**src/wmc_pkg.sv**
```systemverilog
// Constants shared by the watchdog mode and clock select block
// Summary of operation
// - Halt-activity bit 1 keeps watchdog counting
// - Stop-activity bit 1 keeps watchdog counting
// - Stop mode clocks chain from RC oscillator
// - Stop-activity plus clock-source: crystal drives watchdog
// - Clock-source bit picks crystal or RC clock
// - Three upper mode bits do nothing
// - Supply below threshold holds global reset
// - Mode writes accepted only in early window
// - Retriggerable one-shot, disabled once started only by reset_n, low supply or its own timeout
// - Timeout taps 256/512/1024/4096, reset code 01
package wmc_pkg;
  // ==========================================================
  // Register map
  localparam logic [7:0] WMC_MODE_ADDR = 8'h0F;
  localparam logic [7:0] WMC_STATUS_ADDR = 8'h00;
  // ==========================================================
  // Mode register field positions
  localparam int WMC_TAP_LSB = 0;
  localparam int WMC_TAP_MSB = 1;
  localparam int WMC_HALT_BIT = 2;
  localparam int WMC_STOP_BIT = 3;
  localparam int WMC_SRC_BIT = 4;
  localparam int WMC_MODE_BITS = 5;
  // Mode register value after reset: taps 01, halt 1, stop 1, src 0
  localparam logic [4:0] WMC_MODE_RESET = 5'h0D;
  // ==========================================================
  // Cycle counts: window in crystal cycles, taps in ticks of the selected chain clock
  localparam int WMC_WINDOW_CYCLES = 128;
  localparam int WMC_TAP0_CYCLES = 256;
  localparam int WMC_TAP1_CYCLES = 512;
  localparam int WMC_TAP2_CYCLES = 1024;
  localparam int WMC_TAP3_CYCLES = 4096;
  localparam int WMC_COUNT_WIDTH = 13;
  localparam int WMC_SYNC_STAGES = 2;
endpackage : wmc_pkg

```
**src/wmc_pin_sync.sv**
```systemverilog
// Two-stage pin synchroniser with rising-edge pulse
`timescale 1ns/10ps
`default_nettype none
module wmc_pin_sync
  import wmc_pkg::*;
(
  // Clock and reset
  input wire logic sysClk,
  input wire logic rstN,
  input wire logic clkEn,
  // Asynchronous pin
  input wire logic pinIn,
  // Synchronised outputs
  output logic level,
  output logic rise
);
  // Shift chain; stage 0 is read only by stage 1
  logic [WMC_SYNC_STAGES-1:0] chain;
  // Delayed copy for edge detection
  logic levelDly;

  // ==========================================================
  // Synchroniser chain
  always_ff @(posedge sysClk or negedge rstN) begin
    if (!rstN) begin
      chain <= '0;
      levelDly <= 1'b0;
    end else if (clkEn) begin
      chain <= {chain[WMC_SYNC_STAGES-2:0], pinIn};
      levelDly <= chain[WMC_SYNC_STAGES-1];
    end
  end

  // Outputs from the last stage only
  assign level = chain[WMC_SYNC_STAGES-1];
  assign rise = clkEn & chain[WMC_SYNC_STAGES-1] & ~levelDly;
endmodule : wmc_pin_sync
`default_nettype wire

```
**src/wmc_watchdog_mode_clock_select.sv**
```systemverilog
// Watchdog mode register, clock source select and counter chain
`timescale 1ns/10ps
`default_nettype none
module wmc_watchdog_mode_clock_select
  import wmc_pkg::*;
(
  // Clock, enable and reset
  input wire logic sys_clk,
  input wire logic clkEn,
  input wire logic reset_n,
  // Oscillator pins
  input wire logic crystal_input_pin,
  input wire logic rcOscPin,
  // Supply comparator, high while supply below trip point
  input wire logic low_voltage_trip_point,
  // Processor status, same clock domain
  input wire logic haltMode,
  input wire logic stopMode,
  input wire logic stopRecovery,
  input wire logic watchdogInstr,
  // Register port
  input wire logic [7:0] regAddr,
  input wire logic [7:0] regWrData,
  input wire logic regWrite,
  input wire logic regRead,
  output logic [7:0] regRdData,
  // Reset outputs
  output logic globalReset,
  output logic watchdogReset
);
  // ==========================================================
  // Internal state
  logic rstSync1; // Reset release stage one
  logic rstN; // Synchronised reset
  logic crystalRise; // Crystal tick
  logic rcRise; // RC oscillator tick
  logic supplyLow; // Synchronised comparator level
  logic [4:0] watchdog_mode_control; // Stored mode bits
  logic windowOpen; // Mode writes allowed
  logic [7:0] windowCnt; // Crystal cycles since restart
  logic watchdogEnabled; // Started by first instruction
  logic [WMC_COUNT_WIDTH-1:0] watchdog_counter; // Timeout counter
  logic [WMC_COUNT_WIDTH-1:0] terminal; // Selected terminal count
  logic useCrystal; // Chain clocked by crystal
  logic chainTick; // Selected tick
  logic suspended; // Counting held in standby
  logic fire; // Terminal count reached
  logic [7:0] next_rdData; // Read mux result

  // ==========================================================
  // Reset release through two flip-flops
  always_ff @(posedge sys_clk or negedge reset_n) begin
    if (!reset_n) begin
      rstSync1 <= 1'b0;
      rstN <= 1'b0;
    end else begin
      rstSync1 <= 1'b1;
      rstN <= rstSync1;
    end
  end

  // ==========================================================
  // Pin synchronisers
  wmc_pin_sync uCrystal (
    .sysClk(sys_clk),
    .rstN(rstN),
    .clkEn(clkEn),
    .pinIn(crystal_input_pin),
    .level(),
    .rise(crystalRise)
  );

  wmc_pin_sync uRc (
    .sysClk(sys_clk),
    .rstN(rstN),
    .clkEn(clkEn),
    .pinIn(rcOscPin),
    .level(),
    .rise(rcRise)
  );

  wmc_pin_sync uSupply (
    .sysClk(sys_clk),
    .rstN(rstN),
    .clkEn(clkEn),
    .pinIn(low_voltage_trip_point),
    .level(supplyLow),
    .rise()
  );

  // ==========================================================
  // Clock source and suspension
  always_comb begin
    // Stop mode: RC unless stop-activity and crystal source both set
    if (stopMode) begin
      useCrystal = watchdog_mode_control[WMC_STOP_BIT] &
                   watchdog_mode_control[WMC_SRC_BIT];
    end else begin
      useCrystal = watchdog_mode_control[WMC_SRC_BIT];
    end
    chainTick = useCrystal ? crystalRise : rcRise;
    // Activity bits gate counting in standby
    suspended = (haltMode & ~watchdog_mode_control[WMC_HALT_BIT])
              | (stopMode & ~watchdog_mode_control[WMC_STOP_BIT]);
  end

  // Terminal count from the tap code
  always_comb begin
    unique case (watchdog_mode_control[WMC_TAP_MSB:WMC_TAP_LSB])
      2'h0: terminal = WMC_COUNT_WIDTH'(WMC_TAP0_CYCLES - 1);
      2'h1: terminal = WMC_COUNT_WIDTH'(WMC_TAP1_CYCLES - 1);
      2'h2: terminal = WMC_COUNT_WIDTH'(WMC_TAP2_CYCLES - 1);
      2'h3: terminal = WMC_COUNT_WIDTH'(WMC_TAP3_CYCLES - 1);
    endcase
  end

  // Fires on the tick taken while the counter already sits at terminal count
  assign fire = clkEn & watchdogEnabled & ~suspended & chainTick &
                (watchdog_counter == terminal);

  // ==========================================================
  // Write window after reset, watchdog reset or stop recovery
  always_ff @(posedge sys_clk or negedge rstN) begin
    if (!rstN) begin
      windowCnt <= 8'h00;
      windowOpen <= 1'b1;
    end else if (clkEn) begin
      if (supplyLow || fire || stopRecovery) begin
        // Restart the window
        windowCnt <= 8'h00;
        windowOpen <= 1'b1;
      end else if (windowOpen && crystalRise) begin
        windowCnt <= windowCnt + 8'h01;
        if (windowCnt == 8'(WMC_WINDOW_CYCLES - 1)) begin
          windowOpen <= 1'b0;
        end
      end
    end
  end

  // ==========================================================
  // Mode register, write only
  always_ff @(posedge sys_clk or negedge rstN) begin
    if (!rstN) begin
      watchdog_mode_control <= WMC_MODE_RESET;
    end else if (clkEn) begin
      if (supplyLow || fire) begin
        // Device reset restores defaults
        watchdog_mode_control <= WMC_MODE_RESET;
      end else if (regWrite && regAddr == WMC_MODE_ADDR && windowOpen) begin
        // Upper three bits are dropped
        watchdog_mode_control <= regWrData[WMC_MODE_BITS-1:0];
      end
    end
  end

  // ==========================================================
  // Watchdog enable, one-shot counter
  always_ff @(posedge sys_clk or negedge rstN) begin
    if (!rstN) begin
      watchdogEnabled <= 1'b0;
      watchdog_counter <= '0;
    end else if (clkEn) begin
      if (supplyLow || fire) begin
        // Reset ends the run
        watchdogEnabled <= 1'b0;
        watchdog_counter <= '0;
      end else if (watchdogInstr) begin
        // First use starts, later uses refresh
        watchdogEnabled <= 1'b1;
        watchdog_counter <= '0;
      end else if (watchdogEnabled && !suspended && chainTick) begin
        watchdog_counter <= watchdog_counter + 1'b1;
      end
      // Suspended: counter simply holds its value
    end
  end

  // ==========================================================
  // Reset outputs
  always_ff @(posedge sys_clk or negedge rstN) begin
    if (!rstN) begin
      globalReset <= 1'b1;
      watchdogReset <= 1'b0;
    end else if (clkEn) begin
      globalReset <= supplyLow | fire;
      watchdogReset <= fire;
    end
  end

  // ==========================================================
  // Read path: mode register never reads back
  always_comb begin
    next_rdData = 8'h00;
    if (regAddr == WMC_STATUS_ADDR) begin
      next_rdData = {5'h00, useCrystal, windowOpen, watchdogEnabled};
    end
  end

  // Read data one cycle after strobe, zero otherwise
  always_ff @(posedge sys_clk or negedge rstN) begin
    if (!rstN) begin
      regRdData <= 8'h00;
    end else if (clkEn) begin
      regRdData <= regRead ? next_rdData : 8'h00;
    end
  end
endmodule : wmc_watchdog_mode_clock_select
`default_nettype wire

```
**config.mk**
```make
export PLATFORM = sky130hd
export DESIGN_NAME = wmc_watchdog_mode_clock_select
export DESIGN_NICKNAME = d
export VERILOG_FILES = /design/src/wmc_pkg.sv /design/src/wmc_pin_sync.sv /design/src/wmc_watchdog_mode_clock_select.sv
export SDC_FILE = /design/constraint.sdc
export NUM_CORES = 1
export LEC_CHECK = 0
export BUFFER_PORTS_ARGS = -buffer_cell sky130_fd_sc_hd__buf_2
export CAP_MARGIN = 30
export CORE_ASPECT_RATIO = 1.75
export CORE_MARGIN = 4
export CORE_UTILIZATION = 55
export DETAILED_ROUTE_END_ITERATION = 10
export GPL_TIMING_DRIVEN = 0
export MAX_ROUTING_LAYER = met4
export PLACE_DENSITY_LB_ADDON = 0.3
export SLEW_MARGIN = 40
export SYNTH_ARGS = -nofsm -noshare
export SYNTH_HDL_FRONTEND = slang
export SYNTH_HIERARCHICAL = 1
export SYNTH_SLANG_ARGS = --single-unit
```
**constraint.sdc**
```tcl
create_clock -name sys_clk -period 1.51 [get_ports sys_clk]
set_input_delay 0.0755 -clock sys_clk [delete_from_list [all_inputs] [get_ports sys_clk]]
set_output_delay 0.0755 -clock sys_clk [all_outputs]
set_load 0.02 [all_outputs]
```
==> metrics.csv <==
metric;value;unit
status;finished with violations;
failing checks;negative setup slack;
synth warn;6;
Comb pwr share;14.1;%
CTS clock-pin slew for the worst setup and hold paths;0.08;ns
final worst slack;-0.4347;ns
Reg2Reg Launch Point;uCrystal/levelDly;
vias;2034;
initial antenna violation count;0;
Seq pwr share;46.8;%
max_cap viols;0;
Top Ports;38;
initial DRC count;92;
maximum vdd drop;0.9782;mV
row cnt;30;
CP arrival;2.15;ns
HP Class;in2reg;
CP Launch Type;register;
crit path launch;uCrystal/levelDly;
Worst slew margin;33.91;%
post-route ant nets;0;
GRT Util Overall;23.57;%
starting density of the core;56.70;%
final slew viol count;0;
final setup fails;30;
Placed Cells incl. Taps;288;
H-tree Lvls;2;
drc violations;0;
TritonRoute pass-1 iters;5;
clk buf depth;2;
Post-layout nets;311;
routed len/inst;19.95;µm
Via density;6.164;
Tcrit/Tclk final;128.8;%
Num CTS Buffers;5;
GP Congestion;0.8059;
DIE AREA;5056;µm²
worst clock skew;0.008534;ns
Clock power frac;39.1;%
WS Path Type;reg2reg;
total congestion overflow;0;
R2R cell count;6;
worst hold margin;0.005266;ns
Fin. Hold Viols;0;
RSZ-0062 raised after global routing;true;
LEAKAGE;1.358;nW
CP endpoint;windowCnt[5];
Switching Fraction;24.37;%
Mapped Area;2171;µm²
Core Box Area;3829;µm²
area delta synth->final;43.63;%
CTS tree;yes;
CP peak stage delay;0.59;ns
Gate Count Post-Synth;207;
Setup crit end kind;register;
dpl hpwl;3393;µm
PwrDens;867.2;nW/µm²
layout cells sized above 1;44.68;%
CP required;1.72;ns
reg2reg setup slack;-0.43;ns
# fillers;224;
syn_area_per_cell;10.49;µm²
wirelength, routed;6583;µm
Fmax;0.5142;GHz
global-route wire length before repair;9218;µm
Worst Max-Slew Pin Slew;0.9876;ns
vias in the first global route;1958;
Critical Path, Cell by Cell;and3b_2 -> buf_4 -> and2_4 -> nand4_1 -> or4b_4 -> o31ai_2;
largest net degree at the start of global routing;42;
worst r2r dst;windowCnt[5];
root buffer cell;clkbuf_8;
minimum clock period;1.945;ns
P_sw;0.6588;mW
Die Y;91.11;µm
IO Port Bufs;29;
die width;55.49;µm
CP max-delay cell;or4b_4;
Pint;2.045;mW
Max FO, Critical Path;5;
Tot Pwr;2.704;mW
pre-CTS setup slack;-0.6749;ns
total number of clock tree sinks;43;
Antenna diodes;0;
Clock Latency Late Sink;0.30;ns
Post-Layout Cell Count;330;
-- power groups by stage --
stage | Sequential [mW] | Clock [mW] | Combinational, mW
finish | 1.26 | 1.06 | 0.382
global route | 1.27 | 1.12 | 0.411
CTS | 1.26 | 1.06 | 0.296
detailed placement | 1.29 | 0 | 0.244
global placement | 1.28 | 0 | 0.240
floorplan | 1.27 | 0 | 0.165
-- final cells by class --
| cell class | instances | area, µm² | area share [%] |
|---|---|---|---|
| Clock inverter | 2 | 60.06 | 1.926 |
| Sequential cell | 43 | 1086 | 34.83 |
| Multi-Input combinational cell | 148 | 1276 | 40.93 |
| Tap cell | 48 | 60.06 | 1.926 |
| Clock buffer | 6 | 72.57 | 2.327 |
| Buffer | 8 | 72.57 | 2.327 |
| Timing Repair Buffer | 62 | 441.7 | 14.17 |
| Inverter | 13 | 48.80 | 1.565 |
-- worst max-delay path, delay by kind of cell, from the launching register on --
kind / cells / cell delay (ns)
flip-flops: 1 / 0.37
AO/OA/AOI/OAI: 1 / 0.21
buffers and inverters: 1 / 0.13
AND/OR/NAND/NOR: 4 / 1.14
-- metal layers --
layer / part of all wire, % / GRT usage (%) / wire length, µm
met5: 0 / - / 0
met4: 5.0 / 10.14 / 328
met3: 5.7 / 3.841 / 378
met2: 54 / 41.30 / 3551
met1: 35 / 25.96 / 2324
-- layout by cell type, fill, tap and decap left out, types with 2 or more instances in the layout --
cell,instances
conb_1,6
clkbuf_1,2
nor2_1,16
o22a_1,3
and3_1,3
inv_1,12
nand2_1,11
xor2_1,11
xnor2_1,2
buf_4,26
buf_2,30
bufinv_16,2
a21oi_2,4
nand3_1,7
mux2i_1,2
dlygate4sd3_1,3
mux2_2,8
dfstp_2,5
nor3_1,2
a31oi_4,3
o2bb2ai_1,2
and4_4,2
nand4_1,12
nor4_1,3
a21oi_1,3
buf_6,8
nor4_4,2
o21ai_2,2
o21ai_1,3
clkbuf_8,5
dfrtp_1,37
and3b_2,2
and4_1,2
a21oi_4,5
o2111ai_4,2
-- registers in the layout, indices dropped and copies added, names as in the netlist --
register	cells
rstN	1
uCrystal/levelDly	1
regRdData	3
windowCnt	8
watchdog_counter	13
uRc/chain	2
uCrystal/chain	2
watchdogReset	1
uSupply/chain	2
rstSync1	1
globalReset	1
watchdogEnabled	1
watchdog_mode_control	5
uRc/levelDly	1
windowOpen	1
-- how the worst min path moves through the flow --
| stage | startpoint | endpoint | slack [ns] | depth (start not counted) |
|---|---|---|---|---|
| 5_1_grt | regWrData[3] | watchdog_mode_control[3] | 0.003 | 2 |
| 6_report | regWrData[3] | watchdog_mode_control[3] | 0.005 | 2 |
| 3_3_place_gp | reset_n | rstSync1 | -0.14 | 1 |
| 3_5_place_dp | reset_n | rstN | -0.14 | 1 |
| 4_1_cts | regWrData[3] | watchdog_mode_control[3] | 0.003 | 2 |
| 2_1_floorplan | reset_n | rstN | -0.22 | 0 |
-- through the flow --
step / setup TNS, ns / utilization (%) / cell area, µm²
after global placement: -22.20 / 63.46 / 2430
final: -9.923 / 81.44 / 3118
after global routing: -12.16 / 81.44 / 3118
after CTS: -8.668 / 74.31 / 2845
after detailed placement: -14.22 / 63.56 / 2434
after floorplan: -5.188 / - / 2225
-- repair_timing --
action | CTS | global route
setup endpoints to repair | 30 | 30
pin swaps | 13 | 20
hold buffers | 3 | 0
gates resized for setup | 21 | 30
cloned | 1 | 2
setup buffers | 16 | 12
endpoints found under the hold margin | 4 | 0
Note: power is estimated with default switching activity, not from simulation.
